## src/hw/irq_arb_pkg.sv

```systemverilog
// Constants, types and bus carriers for the interrupt arbiter.
// Assumes a single 10 MHz system clock and an AXI4-Lite master.
`default_nettype none
package irq_arb_pkg;
	// ------------------------------------------------------------
	// Register map
	// ------------------------------------------------------------
	localparam int          ADDR_W       = 8;
	localparam logic [7:0]  CTRL_OFS     = 8'h00;
	localparam logic [7:0]  STAT_OFS     = 8'h04;
	localparam int          NMI_LVL_BIT  = 15;
	localparam int          EDGE_BIT     = 8;
	localparam int          VMODE_BIT    = 0;
	localparam int          EDGE_LANE    = 1;
	localparam int          VMODE_LANE   = 0;
	localparam logic        EDGE_RST     = 1'b0;
	localparam logic        VMODE_RST    = 1'b0;
	localparam logic [1:0]  RESP_OKAY    = 2'b00;
	localparam logic [1:0]  RESP_SLVERR  = 2'b10;
	// ------------------------------------------------------------
	// Levels, vectors, timing
	// ------------------------------------------------------------
	localparam logic [4:0]  NMI_LEVEL    = 5'h10;
	localparam logic [3:0]  MAX_MASK     = 4'hf;
	localparam logic [6:0]  AUTO_VEC_LO  = 7'h40;
	localparam int          CLK_MHZ      = 10;
	localparam int          CMP_FAST     = 2;
	localparam int          CMP_IRL      = 5;
	localparam int          FAST_STAGES  = CMP_FAST - 1;
	localparam int          FILT_STABLE  = CMP_IRL - CMP_FAST;
	// ------------------------------------------------------------
	// Types
	// ------------------------------------------------------------
	typedef enum logic [2:0] {
		S_IDLE  = 3'h0,
		S_SR    = 3'h1,
		S_PC    = 3'h3,
		S_EXT   = 3'h2,
		S_VEC   = 3'h6,
		S_FETCH = 3'h4
	} seq_state_t;
	typedef enum logic [1:0] {
		SRC_NONE, SRC_NMI, SRC_PERIPH, SRC_IRL
	} src_kind_t;
	typedef struct packed {
		logic              awvalid;
		logic [ADDR_W-1:0] awaddr;
		logic              wvalid;
		logic [31:0]       wdata;
		logic [3:0]        wstrb;
		logic              bready;
		logic              arvalid;
		logic [ADDR_W-1:0] araddr;
		logic              rready;
	} axil_req_t;
	typedef struct packed {
		logic        awready;
		logic        wready;
		logic        bvalid;
		logic [1:0]  bresp;
		logic        arready;
		logic        rvalid;
		logic [31:0] rdata;
		logic [1:0]  rresp;
	} axil_rsp_t;
endpackage
`default_nettype wire

```

## src/hw/irq_arbiter.sv

```systemverilog
// Interrupt arbiter with non-maskable edge input, level pins and
// peripheral requests, plus the exception-entry sequencer.
// Assumes an AXI4-Lite master and a CPU that strobes decode.
//
// Functional notes
// - Control bit 15 reads the live non-maskable pin; writes ignored.
// - Control bits 14..9 and 7..1 always read zero.
// - Edge select 0 detects falling, 1 rising non-maskable edges.
// - Auto mode: level pins give vector 64 plus level halved.
// - External mode: vector 0..127 read from low data pins.
// - Highest level request wins; others stay pending.
// - Ties resolved by fixed order: level pins, then lower index.
// - Forward only when level strictly above CPU mask.
// - Forwarded request taken at decode, replacing that instruction.
// - Entry pushes status and PC, then loads accepted level into mask (15 for non-maskable).
// - Handler address fetched from table, jump without delay slot.
// - Compare takes 2 states for fast sources, 5 for level pins.
// - No acceptance while an entry sequence is running.
// - Level pins filtered; sampled on every clock edge.
// - Non-maskable pending cleared right after replaced decode.
// - Peripheral assert and removal each take 2 cycles.
// - Vector address is base plus four times vector number.
`default_nettype none
module irq_arbiter
	import irq_arb_pkg::*;
#(
	parameter int         NPER    = 4,
	parameter logic [6:0] NMI_VEC = 7'h0b  // Arbitrary default
) (
	input  wire logic                           i_clk_sys,
	input  wire logic                           i_rst,
	input  wire irq_arb_pkg::axil_req_t         i_axil,
	output irq_arb_pkg::axil_rsp_t              o_axil,
	input  wire logic                           i_nmi_pin,
	input  wire logic [3:0]                     i_level_request_pins,
	input  wire logic [NPER-1:0]                i_periph_req,
	input  wire logic [NPER-1:0][3:0]           i_periph_level,
	input  wire logic [NPER-1:0][6:0]           i_periph_vec,
	input  wire logic [3:0]                     i_cpu_mask_level,
	input  wire logic [31:0]                    i_vector_base,
	input  wire logic                           i_decode,
	input  wire logic                           i_mem_ack,
	input  wire logic [31:0]                    i_mem_rdata,
	input  wire logic [7:0]                     i_low_data_pins,
	output logic                                o_irq_req,
	output logic [4:0]                          o_irq_level,
	output logic                                o_accept,
	output logic                                o_mem_req,
	output irq_arb_pkg::seq_state_t             o_mem_op,
	output logic [31:0]                         o_mem_addr,
	output logic                                o_mask_load,
	output logic [3:0]                          o_new_mask
);
	import irq_arb_pkg::*;

	// ------------------------------------------------------------
	// Control state
	// ------------------------------------------------------------
	logic              edge_q, vmode_q, nmi_prev_q, nmi_pend_q;
	logic              nmi_edge;
	logic [NPER-1:0]   per_d;
	logic [3:0]        irl_f, irl_d;
	logic [4:0]        sel_lvl, sel_lvl_q;
	logic [6:0]        sel_vec, sel_vec_q;
	src_kind_t         sel_kind, sel_kind_q;
	logic              req_cond;
	seq_state_t        st_q;
	src_kind_t         acc_kind_q;
	logic [4:0]        acc_lvl_q;
	logic [6:0]        acc_vec_q;
	logic              acc_ext_q;
	logic [6:0]        vec_n;

	// ------------------------------------------------------------
	// Source conditioning
	// ------------------------------------------------------------
	req_delay #(.W(NPER), .DEPTH(FAST_STAGES)) u_per_dly (
		.i_clk_sys (i_clk_sys),
		.i_rst     (i_rst),
		.i_d       (i_periph_req),
		.o_q       (per_d)
	);

	level_filter #(.W(4), .STABLE(FILT_STABLE)) u_irl_filt (
		.i_clk_sys (i_clk_sys),
		.i_rst     (i_rst),
		.i_d       (i_level_request_pins),
		.o_q       (irl_f)
	);
	assign irl_d = irl_f;

	assign nmi_edge = edge_q ? (i_nmi_pin & ~nmi_prev_q)
	                         : (~i_nmi_pin & nmi_prev_q);

	always_ff @(posedge i_clk_sys) begin
		if (i_rst) begin
			nmi_prev_q <= 1'b0;
			nmi_pend_q <= 1'b0;
		end else begin
			nmi_prev_q <= i_nmi_pin;
			// New edge wins over the clear at acceptance
			nmi_pend_q <= nmi_edge | (nmi_pend_q & ~(o_accept &&
			              sel_kind_q == SRC_NMI));
		end
	end

	// ------------------------------------------------------------
	// Arbitration and mask compare
	// ------------------------------------------------------------
	always_comb begin
		sel_lvl  = '0;
		sel_vec  = '0;
		sel_kind = SRC_NONE;
		for (int i = NPER - 1; i >= 0; i--) begin
			if (per_d[i] && i_periph_level[i] != 4'h0 &&
			    {1'b0, i_periph_level[i]} >= sel_lvl) begin
				sel_lvl  = {1'b0, i_periph_level[i]};
				sel_vec  = i_periph_vec[i];
				sel_kind = SRC_PERIPH;
			end
		end
		if (irl_d != 4'h0 && {1'b0, irl_d} >= sel_lvl) begin
			sel_lvl  = {1'b0, irl_d};
			sel_vec  = AUTO_VEC_LO + {4'h0, irl_d[3:1]};
			sel_kind = SRC_IRL;
		end
		if (nmi_pend_q) begin
			sel_lvl  = NMI_LEVEL;
			sel_vec  = NMI_VEC;
			sel_kind = SRC_NMI;
		end
	end

	assign req_cond = sel_kind != SRC_NONE &&
	                  sel_lvl > {1'b0, i_cpu_mask_level};

	always_ff @(posedge i_clk_sys) begin
		if (i_rst) begin
			sel_lvl_q   <= '0;
			sel_vec_q   <= '0;
			sel_kind_q  <= SRC_NONE;
			o_irq_req   <= 1'b0;
			o_irq_level <= '0;
		end else begin
			sel_lvl_q   <= sel_lvl;
			sel_vec_q   <= sel_vec;
			sel_kind_q  <= sel_kind;
			o_irq_req   <= req_cond;
			o_irq_level <= sel_lvl;
		end
	end

	// Taken only between instructions and outside a sequence
	assign o_accept = i_decode && o_irq_req && st_q == S_IDLE;

	// ------------------------------------------------------------
	// Exception entry sequencer
	// ------------------------------------------------------------
	assign vec_n = (st_q == S_EXT) ? i_low_data_pins[6:0]
	                               : acc_vec_q;

	always_ff @(posedge i_clk_sys) begin
		if (i_rst) begin
			st_q        <= S_IDLE;
			acc_kind_q  <= SRC_NONE;
			acc_lvl_q   <= '0;
			acc_vec_q   <= '0;
			acc_ext_q   <= 1'b0;
			o_mem_addr  <= '0;
			o_mask_load <= 1'b0;
			o_new_mask  <= '0;
		end else begin
			o_mask_load <= 1'b0;
			case (st_q)
				S_IDLE: begin
					if (o_accept) begin
						acc_kind_q <= sel_kind_q;
						acc_lvl_q  <= sel_lvl_q;
						acc_vec_q  <= sel_vec_q;
						acc_ext_q  <= vmode_q && sel_kind_q == SRC_IRL;
						o_mem_addr <= '0;
						st_q       <= S_SR;
					end
				end
				S_SR: begin
					if (i_mem_ack) st_q <= S_PC;
				end
				S_PC: begin
					if (i_mem_ack) begin
						o_mask_load <= 1'b1;
						o_new_mask  <= acc_lvl_q[4] ? MAX_MASK
						                            : acc_lvl_q[3:0];
						if (acc_ext_q) begin
							st_q <= S_EXT;
						end else begin
							st_q       <= S_VEC;
							o_mem_addr <= i_vector_base +
							              {23'h0, vec_n, 2'b00};
						end
					end
				end
				S_EXT: begin
					if (i_mem_ack) begin
						acc_vec_q  <= vec_n;
						st_q       <= S_VEC;
						o_mem_addr <= i_vector_base +
						              {23'h0, vec_n, 2'b00};
					end
				end
				S_VEC: begin
					if (i_mem_ack) begin
						o_mem_addr <= i_mem_rdata;
						st_q       <= S_FETCH;
					end
				end
				S_FETCH: begin
					if (i_mem_ack) st_q <= S_IDLE;
				end
				default: st_q <= S_IDLE;
			endcase
		end
	end

	assign o_mem_req = st_q != S_IDLE;
	assign o_mem_op  = st_q;

	// ------------------------------------------------------------
	// AXI4-Lite slave
	// ------------------------------------------------------------
	logic              aw_q, w_q, b_q, r_q, rd_ctrl_q;
	logic [ADDR_W-1:0] awa_q;
	logic [31:0]       wd_q, rdata_q, ctrl_rd, stat_rd;
	logic [3:0]        ws_q;
	logic [1:0]        bresp_q, rresp_q;
	logic              wr_go;

	assign wr_go   = aw_q && w_q && !b_q;
	assign ctrl_rd = {16'h0, i_nmi_pin, 6'h0, edge_q,
	                  7'h0, vmode_q};
	assign stat_rd = {13'h0, st_q, 1'b0, acc_vec_q, 1'b0,
	                  o_irq_req, nmi_pend_q, sel_lvl_q};

	always_ff @(posedge i_clk_sys) begin
		if (i_rst) begin
			aw_q  <= 1'b0;
			awa_q <= '0;
		end else if (i_axil.awvalid && !aw_q && !b_q) begin
			aw_q  <= 1'b1;
			awa_q <= i_axil.awaddr;
		end else if (wr_go) begin
			aw_q  <= 1'b0;
		end
	end

	always_ff @(posedge i_clk_sys) begin
		if (i_rst) begin
			w_q  <= 1'b0;
			wd_q <= '0;
			ws_q <= '0;
		end else if (i_axil.wvalid && !w_q && !b_q) begin
			w_q  <= 1'b1;
			wd_q <= i_axil.wdata;
			ws_q <= i_axil.wstrb;
		end else if (wr_go) begin
			w_q  <= 1'b0;
		end
	end

	always_ff @(posedge i_clk_sys) begin
		if (i_rst) begin
			b_q     <= 1'b0;
			bresp_q <= RESP_OKAY;
			edge_q  <= EDGE_RST;
			vmode_q <= VMODE_RST;
		end else if (wr_go) begin
			b_q     <= 1'b1;
			bresp_q <= RESP_OKAY;
			if (awa_q == CTRL_OFS) begin
				if (ws_q[EDGE_LANE])  edge_q  <= wd_q[EDGE_BIT];
				if (ws_q[VMODE_LANE]) vmode_q <= wd_q[VMODE_BIT];
			end else if (awa_q != STAT_OFS) begin
				bresp_q <= RESP_SLVERR;
			end
		end else if (b_q && i_axil.bready) begin
			b_q     <= 1'b0;
		end
	end

	always_ff @(posedge i_clk_sys) begin
		if (i_rst) begin
			r_q       <= 1'b0;
			rdata_q   <= '0;
			rresp_q   <= RESP_OKAY;
			rd_ctrl_q <= 1'b0;
		end else if (i_axil.arvalid && !r_q) begin
			r_q       <= 1'b1;
			rd_ctrl_q <= i_axil.araddr == CTRL_OFS;
			rresp_q   <= RESP_OKAY;
			rdata_q   <= '0;
			if (i_axil.araddr == CTRL_OFS)      rdata_q <= ctrl_rd;
			else if (i_axil.araddr == STAT_OFS) rdata_q <= stat_rd;
			else                                rresp_q <= RESP_SLVERR;
		end else if (r_q && i_axil.rready) begin
			r_q       <= 1'b0;
		end
	end

	assign o_axil = '{awready: !aw_q && !b_q, wready: !w_q && !b_q,
	                  bvalid: b_q, bresp: bresp_q, arready: !r_q,
	                  rvalid: r_q, rdata: rdata_q, rresp: rresp_q};
endmodule
`default_nettype wire

```

## src/hw/req_delay.sv

```systemverilog
// Fixed-depth delay line for request bits.
// Assumes synchronous inputs on the system clock.
`default_nettype none
module req_delay #(
	parameter int W     = 4,
	parameter int DEPTH = 1
) (
	input  wire logic         i_clk_sys,
	input  wire logic         i_rst,
	input  wire logic [W-1:0] i_d,
	output logic      [W-1:0] o_q
);
	logic [W-1:0] stg_q [DEPTH];

	always_ff @(posedge i_clk_sys) begin
		if (i_rst) begin
			for (int i = 0; i < DEPTH; i++) stg_q[i] <= '0;
		end else begin
			stg_q[0] <= i_d;
			for (int i = 1; i < DEPTH; i++) stg_q[i] <= stg_q[i-1];
		end
	end

	assign o_q = stg_q[DEPTH-1];
endmodule
`default_nettype wire

```

## src/hw/level_filter.sv

```systemverilog
// Noise filter: output follows input once stable for STABLE edges.
// Assumes synchronous inputs on the system clock.
`default_nettype none
module level_filter #(
	parameter int W      = 4,
	parameter int STABLE = 3
) (
	input  wire logic         i_clk_sys,
	input  wire logic         i_rst,
	input  wire logic [W-1:0] i_d,
	output logic      [W-1:0] o_q
);
	localparam int CW = $clog2(STABLE) + 1;
	localparam logic [CW-1:0] LAST = CW'(STABLE - 1);
	logic [W-1:0]  smp_q;
	logic [CW-1:0] cnt_q;

	always_ff @(posedge i_clk_sys) begin
		if (i_rst) begin
			smp_q <= '0;
			cnt_q <= '0;
			o_q   <= '0;
		end else begin
			smp_q <= i_d;
			if (smp_q == o_q || smp_q != i_d) begin
				cnt_q <= '0;
			end else if (cnt_q == LAST) begin
				o_q   <= smp_q;
				cnt_q <= '0;
			end else begin
				cnt_q <= cnt_q + 1'b1;
			end
		end
	end
endmodule
`default_nettype wire

```

## config.mk

```make
export PLATFORM = sky130hd
export DESIGN_NAME = irq_arbiter
export DESIGN_NICKNAME = d
export VERILOG_FILES = /design/src/hw/irq_arb_pkg.sv /design/src/hw/irq_arbiter.sv /design/src/hw/req_delay.sv /design/src/hw/level_filter.sv
export SDC_FILE = /design/constraint.sdc
export NUM_CORES = 1
export LEC_CHECK = 0
export ABC_AREA = 1
export ABC_CLOCK_PERIOD_IN_PS = 5500
export BUFFER_PORTS_ARGS = -buffer_cell sky130_fd_sc_hd__buf_2
export CORE_MARGIN = 2
export CORE_UTILIZATION = 40
export CTS_BUF_LIST = sky130_fd_sc_hd__clkbuf_4 sky130_fd_sc_hd__clkbuf_8
export DETAILED_ROUTE_END_ITERATION = 7
export PLACE_DENSITY = 0.71
export RECOVER_POWER = 100
export SLEW_MARGIN = 20
export SYNTH_ARGS = -nofsm -noshare
export SYNTH_HDL_FRONTEND = slang
export SYNTH_SLANG_ARGS = --single-unit
```

## constraint.sdc

```tcl
create_clock -name i_clk_sys -period 5.5 [get_ports i_clk_sys]
set_clock_uncertainty 0.05 [all_clocks]
set_input_delay 0 -clock i_clk_sys [delete_from_list [all_inputs] [get_ports i_clk_sys]]
set_output_delay 0 -clock i_clk_sys [all_outputs]
set_load 0.005 [all_outputs]
```

* Yosys cells after proc, flatten, opt, wreduce, memory -nomap -nowiden
Memory sizes are Yosys's and may differ from the RTL's.
Cells that the tools add are included.
W data, S select, Z words.
** Cells by class
- $add $sub $neg :: 3
- Equality and inequality tests :: 19
- Muxes and demuxes :: 57
- Bitwise logic cells :: 9
- Reductions and logical operators :: 57
- Magnitude comparators :: 5
** Operators by type and width (number)
- $mux W32 :: 5
- $pmux W32 S4 :: 1
- $mux W7 :: 8
- $mux W19 :: 2
- $add A32 B9 Y32 :: 1
- $mux W5 :: 5
- $logic_and A1 B1 Y1 :: 24
- $reduce_bool A4 Y1 :: 6
- $mux W3 :: 7
- $ge A4 B5 Y1 :: 4
- $mux W2 :: 10
- $pmux W3 S6 :: 1
- $logic_not A8 Y1 :: 2
- $mux W4 :: 4
- $ne A2 B2 Y1 const B :: 7
- $pmux W7 S2 :: 1
- $mux W1 :: 13
- $reduce_and A6 Y1 :: 2
- $reduce_bool A2 Y1 :: 6
- $eq A3 B2 Y1 const B :: 3
- $reduce_and A3 Y1 :: 3
- $eq A8 B3 Y1 const B :: 1
- $ne A8 B3 Y1 const B :: 1
- $add A7 B3 Y7 const A :: 1
- other kinds (19) :: 32
** Word-level totals
- Input port bits :: 190
- Bits in writable memories :: 4
- Bits in registers :: 142
- Memories kept :: 1
** Memories
- u_per_dly.stg_q :: depth 1, bits a word 4, rd ports 1, clocked after Yosys merged registers in 0, wr ports 1, line req_delay.sv:13 : logic [W-1:0] stg_q [DEPTH];

* Depth between registers and ports, before layout
Gate-level depths: netlist of run 1.
- Depth after elaboration :: 18
- Gate-level depth with buffers :: 57
- Depth with buffers taken out :: 55

* Hierarchy
From an unflattened synthesis of run 1, not the netlist that was laid out.
** Unflattened totals
- Cell total of the unflattened synthesis :: 1047
- Area total of the unflattened synthesis :: 7133.1 um^2
** By module, submodules not included
- irq_arbiter :: times used 1, sequential area each 2162.1 um^2, cells an instance 951, area an instance 6466.2 um^2
- level_filter :: times used 1, sequential area each 220.2 um^2, cells an instance 84, area an instance 556.8 um^2
- req_delay :: times used 1, sequential area each 80.1 um^2, cells an instance 12, area an instance 110.1 um^2

* Worst setup path after synthesis of run 1
Ideal clock, no wire load.
- Path type :: register -> register
- Start point :: memory u_per_dly.stg_q[0][3]
- End point :: register o_irq_req
- Clock period less this slack :: 5.912 ns
- Path buffers :: 2
- Data arrival time :: 5.744 ns
- Stages on the path, launching flop included :: 51
- Path slack :: -0.412 ns
- Library setup time :: 0.118 ns
- Cells stage by stage :: dfxtp_1 -> nand2_1 -> inv_2 -> nand2_1 -> ha_1 -> nand2_1 -> nor2_1 -> nand2_1 -> nand3_2 -> nand2_2 -> buf_6 -> o21ai_0 -> ha_1 -> nor2_1 -> nand2_1 -> nand3_2 -> nand3_2 -> nand2_2 -> [... 15 more ...] -> nand2_1 -> ha_1 -> a21boi_0 -> o21a_1 -> o21ai_0 -> nand2_1 -> nand2_1 -> inv_1 -> nor2_1 -> nand3_1 -> nand2_1 -> ha_1 -> inv_1 -> nor2_1 -> o211ai_1 -> nand2_1 -> nand3_1 -> o21ai_1
** On the way
- Word-level cells in the longest chain between the ends :: 18
- Elaborated cells between the ends (all ways) :: 25
- Those cells by class :: 5 x order compare; 12 x mux; 7 x reduce/logical; 1 x memory
** Ends and longest elaborated chain
- start: declaration :: line req_delay.sv:13
- $mem_v2 Z1 W4 (*)
- $logic_and A1 B1 Y1 (*) :: line irq_arbiter.sv:115 : if (per_d[i] && i_periph_level[i] != 4'h0 &&
- $mux W4 (*) :: line irq_arbiter.sv:115
- $ge A4 B5 Y1 :: line irq_arbiter.sv:116 : {1'b0, i_periph_level[i]} >= sel_lvl) begin
- $logic_and A1 B1 Y1 :: line irq_arbiter.sv:115
- $mux W5 (*) :: line irq_arbiter.sv:115
- $ge A4 B5 Y1 :: line irq_arbiter.sv:116
- $logic_and A1 B1 Y1 :: line irq_arbiter.sv:115
- [... 3 more ...]
- $mux W5 (*) :: line irq_arbiter.sv:115
- $ge A4 B5 Y1 :: line irq_arbiter.sv:122 : if (irl_d != 4'h0 && {1'b0, irl_d} >= sel_lvl) begin
- $logic_and A1 B1 Y1 :: line irq_arbiter.sv:122
- $mux W5 (*) :: line irq_arbiter.sv:122
- $mux W5 (*) :: line irq_arbiter.sv:127 : if (nmi_pend_q) begin
- named net sel_lvl[1] :: line irq_arbiter.sv:63 : logic [4:0] sel_lvl, sel_lvl_q;
- $gt A5 B4 Y1 (*) :: line irq_arbiter.sv:135 : sel_lvl > {1'b0, i_cpu_mask_level};
- $logic_and A1 B1 Y1 (*) :: line irq_arbiter.sv:134 : assign req_cond = sel_kind != SRC_NONE &&
- end signal: assignment :: line irq_arbiter.sv:148 : o_irq_req <= req_cond;
- end: declaration :: line irq_arbiter.sv:45 : output logic o_irq_req,
The timed path passes the listed nets; every way through them passes the cells marked *.
A chain may end at the register's enable or synchronous reset.

* Final worst setup path of run 1
Same ends and word-level chain as after synthesis.

==> results of run 1 <==
## kinds of logic after synthesis
| logic type | count (synthesis) | synth area share, % |
|---|---|---|
| AND/OR/NAND/NOR | 428 | 27.6 |
| AO/OA/AOI/OAI | 251 | 20.1 |
| buffers and inverters | 170 | 10.9 |
| flip-flops | 123 | 35.0 |
| adder cells (fa/ha/maj) | 28 | 5.08 |
| XOR/XNOR | 10 | 1.24 |
| other | 1 | 0.0533 |
## critical path: cells and delay by family, from the launching register on
family,cells,cell delay [ns]
AO/OA/AOI/OAI,9,1.09
adder cells (fa/ha/maj),5,1.28
buffers and inverters,5,0.34
flip-flops,1,0.35
AND/OR/NAND/NOR,30,2.26
## state kept, by name, summed over array words and instances (netlist names), 2 cells and up
signal	cells
sel_kind_q	2
o_mem_addr	32
u_irl_filt.smp_q	4
ws_q	2
o_new_mask	4
sel_lvl_q	5
rdata_q	18
u_per_dly.stg_q	4
o_mem_op	3
u_irl_filt.o_q	4
acc_lvl_q	5
sel_vec_q	7
acc_vec_q	7
u_irl_filt.cnt_q	3
wd_q	2
awa_q	8
## final timing paths
kind,startpoint,to,slack [ns],cells past startpoint
worst max-delay path,u_per_dly.stg_q[0][3],o_irq_req,0.01,49
worst min-delay path,i_periph_level[2],sel_lvl_q[2],0.02,4
worst max register to register,u_per_dly.stg_q[0][3],o_irq_req,0.01,49
worst min register to register,u_irl_filt.cnt_q[0],u_irl_filt.cnt_q[0],0.40,1
## where the power goes
part	switching, uW	internal (uW)	leakage (uW)
logic	913	677	0.00354
clock network	423	372	0.000185
registers	104	1060	0.00101
## layer usage
layer  share of wire [%]  global-route usage, %  wire (um)  up-vias
met5               0.034                      0          8        -
met4                 2.2                   7.52        524        2
met3                 6.5                   5.07       1550       46
li1                    -                      -          -     4092
met1                  41                   28.3       9670     3722
met2                  50                   46.3      11900      277
## area by class of cell
type                       count  area [um^2]
inverter                     117          448
clock inverter                15          153
timing repair buffer         389         2610
multi-input combinational    733         3940
tap                          225          282
clock buffer                  17          234
fill                        1605         7110
antenna                        1         2.50
sequential                   123         2460
## what timing repair did
| action | 4_1_cts | 5_1_grt |
|---|---|---|
| buffers inserted | 10 | 3 |
| hold buffers | 129 | 0 |
| hold endpoints to repair | 105 | 0 |
| pin swaps | 9 | 17 |
| setup endpoints to repair | 1 | 7 |
| gates resized for setup | 6 | 10 |
## per-stage QoR
stage | TNS [ns] | total power (uW) | cells | utilization, % | instance area [um^2]
finish | 0 | 3550 | 1620 | 58.8 | 10100
global route | -9.42 | 3810 | 1620 | 58.8 | 10100
detailed placement | -0.0353 | 2540 | 1445 | 48.9 | 8420
global placement | 0 | 2520 | 1445 | 48.9 | 8420
floorplan | 0 | 2170 | 1026 | - | 7190
CTS | 0 | 3580 | 1616 | 59.1 | 10200
## cells in the final DEF, fill, tap and decap left out, drive strengths merged, types with 10 or more instances in the layout
master and instances:
inv 120, a31oi 10, nor2 106, nand3 89
dlygate4sd3 129, ha 27, a21oi 113, o21ai 90
o211ai 14, nand2 190, nor4 10, clkbuf 76
nand4 11, buf 201, nor3 11, conb 16
dfxtp 123
==> impl_metrics.env, run 1 <==
export IMPL_place_gp_congestion=0.896
export IMPL_num_rows=48
export IMPL_seq_area_frac_synth_pct=35.0
export IMPL_core_area_um2=17200
export IMPL_netlist_instances=1011
export IMPL_cts_max_path_buffers=2
export IMPL_syn_to_final_growth_pct=43.8
export IMPL_status="finished clean"
export IMPL_hold_ws_ns=0.0249
export IMPL_post_drt_wl_per_cell_um=14.6
export IMPL_relSlewSlack_pct=7.13
export IMPL_crit_path_end_kind="flip-flop"
export IMPL_routed_via_density=5.02
export IMPL_pre_cts_ws_ns=-0.0353
export IMPL_drive_above_1_share_pct=21.4
export IMPL_drt_iter0_markers=395
export IMPL_finalHoldViolations=0
export IMPL_period_share_pct=99.8
export IMPL_crit_top_cell="nand2_1"
export IMPL_grt_max_degree=52
export IMPL_portBuffers=229
export IMPL_critPathMaxFanout=7
export IMPL_route_detailed_drc=0
export IMPL_hpwl_um=16500
export IMPL_overflow=0
export IMPL_power_density_nw_per_um2=351
export IMPL_cpMaxStageDelayCell="dfxtp_2"
export IMPL_synth_most_common_cell="nand2_1"
export IMPL_yosysTopAreaCell="dfxtp_1"
export IMPL_synth_area_um2=7040
export IMPL_syn_area_per_cell_um2=6.97
export IMPL_grtUsageTotal_pct=24.9
export IMPL_wl_um=23700
export IMPL_synth_edf_count=0
export IMPL_start_util_pct=40.9
export IMPL_netlist_top_cells_count="nand2_1 (181), dfxtp_1 (123), a21oi_1 (111)"
export IMPL_crit_type="reg -> reg"
export IMPL_rsz0062_at_grt="true"
export IMPL_cts_tree="done"
export IMPL_cp_start_kind="flip-flop"
export IMPL_dr_pass1_iters=5
export IMPL_ys_types=53
export IMPL_slew_viol_final=0
export IMPL_drv_cap=0
export IMPL_hp_class="in -> reg"
export IMPL_vdd_drop_max_mv=0.261
export IMPL_tritoncts_num_buffers=17
export IMPL_worstMarginPinSlew_ns=1.38
export IMPL_synth_top_area_share_pct=35.0
export IMPL_final_antenna_net_count=0
export IMPL_synth_area_leaders="dfxtp_1 (35%), nand2_1 (9.6%), a21oi_1 (7.9%), nand3_1 (5.8%), inv_1 (5.5%)"
export IMPL_cts_sinks=123
export IMPL_grt_pass1_vias=7639
export IMPL_cpPeakStageDelay_ns=0.35
export IMPL_vias=8139
export IMPL_fin_crit_ns=5.49
export IMPL_h_tree_depth=4
export IMPL_antenna_found_initial=2
export IMPL_dieArea_um2=18700
export IMPL_setup_viol=0
export IMPL_fp_dieH_um=137
export IMPL_ys_seq_elements=123
export IMPL_insertion_delay_ns=0.46
export IMPL_io_pins=279
export IMPL_yosys_warnings=0
export IMPL_clock_root_buffer="clkbuf_8"
export IMPL_async_flop_share_pct=0
export IMPL_worstPathRequired_ns=5.79
export IMPL_fin_nets=1599
export IMPL_leakage_uw=0.00474
export IMPL_ys_flop_type="dfxtp_1"
export IMPL_setup_ws_ns=0.0105
export IMPL_arrival_ns=5.78
export IMPL_clk_pin_slew_ns=0.09
export IMPL_grt_pass1_wl_um=36600
export IMPL_max_freq_ghz=0.182
export IMPL_fp_dieW_um=137
No activity file was read; power rests on OpenSTA's default activity.
==> inputs of run 2 (changes only) <==
--- a/config.mk
+++ b/config.mk
@@ -5,7 +5,6 @@
 export SDC_FILE = /design/constraint.sdc
 export NUM_CORES = 1
 export LEC_CHECK = 0
-export ABC_AREA = 1
 export ABC_CLOCK_PERIOD_IN_PS = 5500
 export BUFFER_PORTS_ARGS = -buffer_cell sky130_fd_sc_hd__buf_2
 export CORE_MARGIN = 2
@@ -17,4 +16,5 @@
 export SLEW_MARGIN = 20
 export SYNTH_ARGS = -nofsm -noshare
 export SYNTH_HDL_FRONTEND = slang
+export SYNTH_HIERARCHICAL = 1
 export SYNTH_SLANG_ARGS = --single-unit
==> impl_metrics.env, run 2 <==
export IMPL_clk_pin_slew_ns=0.09
export IMPL_wl_um=26000
export IMPL_arrival_ns=7.30
export IMPL_syn_to_final_growth_pct=53.3
export IMPL_synth_edf_count=0
export IMPL_routed_via_density=5.39
export IMPL_grt_pass1_wl_um=38900
export IMPL_hp_class="in -> reg"
export IMPL_cp_start_kind="flip-flop"
export IMPL_power_density_nw_per_um2=223
export IMPL_place_gp_congestion=0.915
export IMPL_final_common_cell="buf_2"
export IMPL_cts_sinks=123
export IMPL_slew_viol_final=0
export IMPL_dr_pass1_iters=5
export IMPL_crit_path_end_kind="flip-flop"
export IMPL_crit_top_cell="buf_4"
export IMPL_hpwl_um=16500
export IMPL_wl_met1_um=10100
export IMPL_overflow=0
export IMPL_pwr_share_seq_pct=40.9
export IMPL_worstPathRequired_ns=5.81
export IMPL_yosys_warnings=6
export IMPL_cts_max_path_buffers=2
export IMPL_final_fill_count=1458
export IMPL_layout_common_cells="buf_2 (179), dlygate4sd3_1 (135), dfxtp_1 (122)"
export IMPL_largest_reg_flops=32
export IMPL_r2r_slack_ns=-1.48
export IMPL_cpMaxStageDelayCell="dfxtp_4"
export IMPL_drv_cap=0
export IMPL_final_antenna_net_count=0
export IMPL_intPower_uw=1610
export IMPL_synth_most_common_cell="dfxtp_1"
export IMPL_status="finished, violations left"
export IMPL_clock_root_buffer="clkbuf_8"
export IMPL_fin_area_um2=10800
export IMPL_crit_type="reg -> reg"
export IMPL_fin_nets=1501
export IMPL_vdd_drop_max_mv=0.140
export IMPL_grtUsageTotal_pct=26.7
export IMPL_reg2regPathDepth=43
export IMPL_vias=8191
export IMPL_dieArea_um2=18600
export IMPL_num_rows=48
export IMPL_cts_tree="done"
export IMPL_h_tree_depth=4
export IMPL_met3_length_um=2130
export IMPL_dr_wl_met2_um=12900
export IMPL_drt_iter0_markers=479
export IMPL_grt_pass1_vias=7950
export IMPL_relSlewSlack_pct=30.7
export IMPL_timing_rr_end="o_irq_req"
export IMPL_fin_crit_ns=6.98
export IMPL_io_pins=279
export IMPL_switching_share_pct=32.8
export IMPL_finalHoldViolations=0
export IMPL_worstReg2RegStart="u_per_dly/stg_q[0][3]"
export IMPL_dpl_cell_area_um2=8650
export IMPL_ys_flop_type="dfxtp_1"
export IMPL_regMostFlops="o_mem_addr"
export IMPL_synth_top_area_share_pct=35.1
export IMPL_switchingPower_uw=786
export IMPL_yosysTopAreaCell="dfxtp_1"
export IMPL_cpPeakStageDelay_ns=0.37
export IMPL_route_detailed_drc=0
export IMPL_setup_viol=14
export IMPL_fp_dieH_um=136
export IMPL_netlist_instances=859
export IMPL_leakage_uw=0.00468
export IMPL_drive_above_1_share_pct=29.5
export IMPL_highest_layer="met4"
export IMPL_violations="negative setup slack"
export IMPL_synth_area_leaders="dfxtp_1 (35%), nor2_1 (5.6%), a21oi_1 (4.8%), ha_1 (4.8%), nand2_1 (4.3%)"
export IMPL_power_frac_clock_pct=30.8
export IMPL_crit_start="u_per_dly/stg_q[0][3]"
export IMPL_portBuffers=229
export IMPL_critPathMaxFanout=5
export IMPL_grt_max_degree=71
export IMPL_crit_end="o_irq_req"
export IMPL_tritoncts_num_buffers=17
export IMPL_core_area_um2=17200
export IMPL_ys_types=80
export IMPL_n_antenna_cell=0
export IMPL_syn_area_per_cell_um2=8.17
export IMPL_worstMarginPinSlew_ns=1.04
export IMPL_netlist_top_cells_count="dfxtp_1 (123), nor2_1 (105), nand2_1 (81)"
export IMPL_post_drt_wl_per_cell_um=17.1
export IMPL_max_freq_ghz=0.143
export IMPL_start_util_pct=40.7
export IMPL_seq_area_frac_synth_pct=35.1
export IMPL_antenna_found_initial=0
export IMPL_synth_area_um2=7020
export IMPL_post_route_util_pct=62.5
export IMPL_period_share_pct=127
export IMPL_async_flop_share_pct=0
export IMPL_rsz0062_at_grt="true"
export IMPL_p_comb_share_pct=28.3
export IMPL_fp_dieW_um=136
export IMPL_reg_top3="o_mem_addr (32), rdata_q (18), awa_q (8)"
export IMPL_setup_ws_ns=-1.48
export IMPL_ys_seq_elements=123
export IMPL_insertion_delay_ns=0.45
## run 2: cell families after synthesis
kind of cell / after synthesis / share of synthesized area [%]
compound gates: 259 / 25.1
xor+xnor: 15 / 1.87
fa+ha+maj: 28 / 5.10
buf+inv: 93 / 7.29
flops: 123 / 35.1
mux: 26 / 3.76
other cells: 1 / 0.0534
simple gates: 314 / 21.8
## run 2: final cells by class
type | count | area (um^2) | area share [%]
clock inverters | 15 | 116 | 1.08
multi-input cells | 658 | 4420 | 41.0
repair buffers | 455 | 3150 | 29.2
inverters | 28 | 105 | 0.976
flip-flops and latches | 123 | 2470 | 22.9
clock buffers | 17 | 234 | 2.17
well taps | 225 | 282 | 2.61
## run 2: per-layer routing
layer	global-route usage, %	vias to the layer above
li1	-	3940
met3	7.07	68
met2	47.4	381
met4	11.5	0
met5	0	-
met1	30.0	3802
## run 2: metrics by stage
stage	total power (uW)	cells	worst slack [ns]	hold WS [ns]	setup TNS (ns)
2_1_floorplan	1290	874	-1.07	0.0142	-1.92
3_3_place_gp	1490	1321	-0.832	0.142	-1.98
3_5_place_dp	1500	1321	-1.07	0.145	-4.76
4_1_cts	2360	1521	-1.01	0.00129	-5.00
5_1_grt	2520	1521	-1.70	0.0286	-12.04
6_report	2400	1521	-1.48	0.0199	-8.90
## run 2: what timing repair did
item / in CTS / in global routing
endpoints found under the hold margin: 85 / 0
endpoints found under the setup margin: 14 / 17
setup buffers: 34 / 9
hold buffers: 135 / 0
gates resized for setup: 27 / 28
pin swaps: 25 / 31
## run 2: worst min-delay path by stage
| stage | from | to | slack, ns | cells past startpoint |
|---|---|---|---|---|
| finish | i_rst | rdata_q[5] | 0.02 | 2 |
| global route | i_rst | rdata_q[5] | 0.03 | 2 |
| CTS | i_cpu_mask_level[0] | o_irq_req | 0.001 | 5 |
| detailed placement | i_axil[0] | r_q | 0.14 | 2 |
| global placement | i_axil[0] | r_q | 0.14 | 2 |
| floorplan | i_rst | u_per_dly/stg_q[0][3] | 0.01 | 1 |
## run 2: power by group through the flow
| stage | Combinational [uW] | Sequential, uW | Clock (uW) |
|---|---|---|---|
| final | 678 | 980 | 739 |
| after global routing | 732 | 985 | 800 |
| after CTS | 628 | 977 | 755 |
| after detailed placement | 505 | 998 | 0 |
| after global placement | 499 | 996 | 0 |
| after floorplan | 301 | 992 | 0 |
## run 2: critical path: cells and delay by family (launching register included)
family          cells  cell delay (ns)
mux                 1             0.27
buf+inv            14             1.69
flops               1             0.37
compound gates     15             2.28
simple gates        9             1.12
fa+ha+maj           4             1.10
==> inputs of run 3 (changes only) <==
--- a/config.mk
+++ b/config.mk
@@ -11,6 +11,7 @@
 export CORE_UTILIZATION = 40
 export CTS_BUF_LIST = sky130_fd_sc_hd__clkbuf_4 sky130_fd_sc_hd__clkbuf_8
 export DETAILED_ROUTE_END_ITERATION = 7
+export GPL_TIMING_DRIVEN = 0
 export PLACE_DENSITY = 0.71
 export RECOVER_POWER = 100
 export SLEW_MARGIN = 20
==> impl_metrics.env, run 3 (synthesis results as in run 2) <==
export IMPL_status="finished, violations left"
export IMPL_violations="negative setup slack"
export IMPL_drt_iter0_markers=487
export IMPL_hpwl_um=17800
export IMPL_post_drt_wl_per_cell_um=17.1
export IMPL_power_density_nw_per_um2=228
export IMPL_largest_reg_flops=32
export IMPL_leakage_uw=0.00468
export IMPL_arrival_ns=7.32
export IMPL_cpPeakStageDelay_ns=0.37
export IMPL_dp_cells=1328
export IMPL_place_gp_congestion=0.912
export IMPL_grt_max_degree=17
export IMPL_cpMaxStageDelayCell="dfxtp_4"
export IMPL_min_path_cells=4
export IMPL_dpl_cell_area_um2=8630
export IMPL_syn_to_final_growth_pct=56.0
export IMPL_setup_ws_ns=-1.56
export IMPL_reg_top3="o_mem_addr (32), rdata_q (18), awa_q (8)"
export IMPL_relSlewSlack_pct=28.4
export IMPL_clk_pin_slew_ns=0.08
export IMPL_setup_tns_final_ns=-9.13
export IMPL_crit_family="compound AO/OA/AOI/OAI gates"
export IMPL_hp_start="i_vector_base[9]"
export IMPL_vias=8320
export IMPL_drv_cap=0
export IMPL_fin_area_um2=11000
export IMPL_rsz0062_at_grt="true"
export IMPL_grt_pass1_vias=7808
export IMPL_finalHoldViolations=0
export IMPL_cp_start_kind="flip-flop"
export IMPL_critPathMaxFanout=7
export IMPL_critPathBufInv=4
export IMPL_crit_type="reg -> reg"
export IMPL_final_cells=1530
export IMPL_portBuffers=229
export IMPL_slew_viol_final=0
export IMPL_r2r_slack_ns=-1.56
export IMPL_crit_start="u_per_dly/stg_q[0][3]"
export IMPL_fin_crit_ns=7.06
export IMPL_n_antenna_cell=0
export IMPL_dr_pass1_iters=5
export IMPL_period_share_pct=128
export IMPL_fp_dieH_um=136
export IMPL_insertion_delay_ns=0.44
export IMPL_antenna_found_initial=0
export IMPL_io_pins=279
export IMPL_overflow=0
export IMPL_route_detailed_drc=0
export IMPL_worstPathRequired_ns=5.76
export IMPL_dieArea_um2=18600
export IMPL_fin_nets=1510
export IMPL_pre_cts_ws_ns=-1.94
export IMPL_worstReg2RegStart="u_per_dly/stg_q[0][3]"
export IMPL_final_common_cell="buf_2"
export IMPL_final_antenna_net_count=0
export IMPL_cts_sinks=123
export IMPL_routed_via_density=5.44
export IMPL_cts_tree="done"
export IMPL_fp_dieW_um=136
export IMPL_layout_common_cells="buf_2 (181), dlygate4sd3_1 (136), dfxtp_1 (122)"
export IMPL_post_route_util_pct=63.5
export IMPL_start_util_pct=40.7
export IMPL_tritoncts_num_buffers=17
export IMPL_final_fill_count=1431
export IMPL_crit_top_cell="a21o_1"
export IMPL_cp_depth=39
export IMPL_regMostFlops="o_mem_addr"
export IMPL_vdd_drop_max_mv=0.165
export IMPL_grt_pass1_wl_um=38400
export IMPL_grtUsageTotal_pct=26.5
export IMPL_wl_um=26200
export IMPL_setup_viol=14
export IMPL_cts_max_path_buffers=2
export IMPL_h_tree_depth=4
export IMPL_core_area_um2=17200
export IMPL_max_freq_ghz=0.142
export IMPL_num_rows=48
export IMPL_hp_class="in -> reg"
export IMPL_worstMarginPinSlew_ns=1.06
export IMPL_drive_above_1_share_pct=27.9
export IMPL_reg2regPathDepth=39
export IMPL_clock_root_buffer="clkbuf_8"
export IMPL_crit_path_end_kind="flip-flop"
-- run 3: cell types whose count changed in the layout (fill, tap and decap cells not counted), sizes merged --
cell,before,now
dlygate4sd3,135,136
clkinv,9,4
buf,271,236
clkbuf,66,109
bufinv,0,2
clkinvlp,1,4
-- run 3: per-layer routing --
layer	wire, um	vias up	global-route usage [%]
met5	0	-	0
met4	944	0	10.3
met3	2190	80	6.56
met1	10200	3858	30.4
met2	12900	415	47.1
li1	-	3967	-
-- run 3: layout make-up --
class                           count  area (um^2)  share of cell area, %
Clock buffer                       17          234                   2.14
Tap cell                          225          282                   2.57
Clock inverter                     15          164                   1.50
Multi-Input combinational cell    658         4560                   41.7
Inverter                           28          105                  0.960
Timing Repair Buffer              400         2720                   24.9
Buffer                             64          415                   3.79
Sequential cell                   123         2470                   22.5
-- run 3: timing repair --
item | 4_1_cts | 5_1_grt
endpoints found under the setup margin | 14 | 15
hold buffers | 135 | 0
setup buffers | 17 | 19
resized for setup | 30 | 40
pin swaps | 27 | 28
endpoints found under the hold margin | 86 | 0
-- run 3: power by group --
group          switching (uW)  internal [uW]
Sequential               34.1            944
Clock                     411            410
Combinational             346            348
Total                     791           1700
-- run 3: final timing paths --
check,to
worst min register to register,u_irl_filt/cnt_q[0]
worst min-delay path,o_mem_addr[9]
worst max-delay path,o_irq_req
worst max register to register,o_irq_req
-- run 3: per-stage QoR --
step,hold slack [ns],total power [uW]
global route,0.00683,2610
floorplan,0.0142,1290
global placement,0.140,1480
detailed placement,0.144,1490
finish,0.0242,2490
CTS,0.00656,2440
-- run 3: tightest hold or removal path: stages --
cell      delay [ns]
buf_2           0.15
nor3_1          0.07
o21ai_0         0.18
a211oi_1        0.08
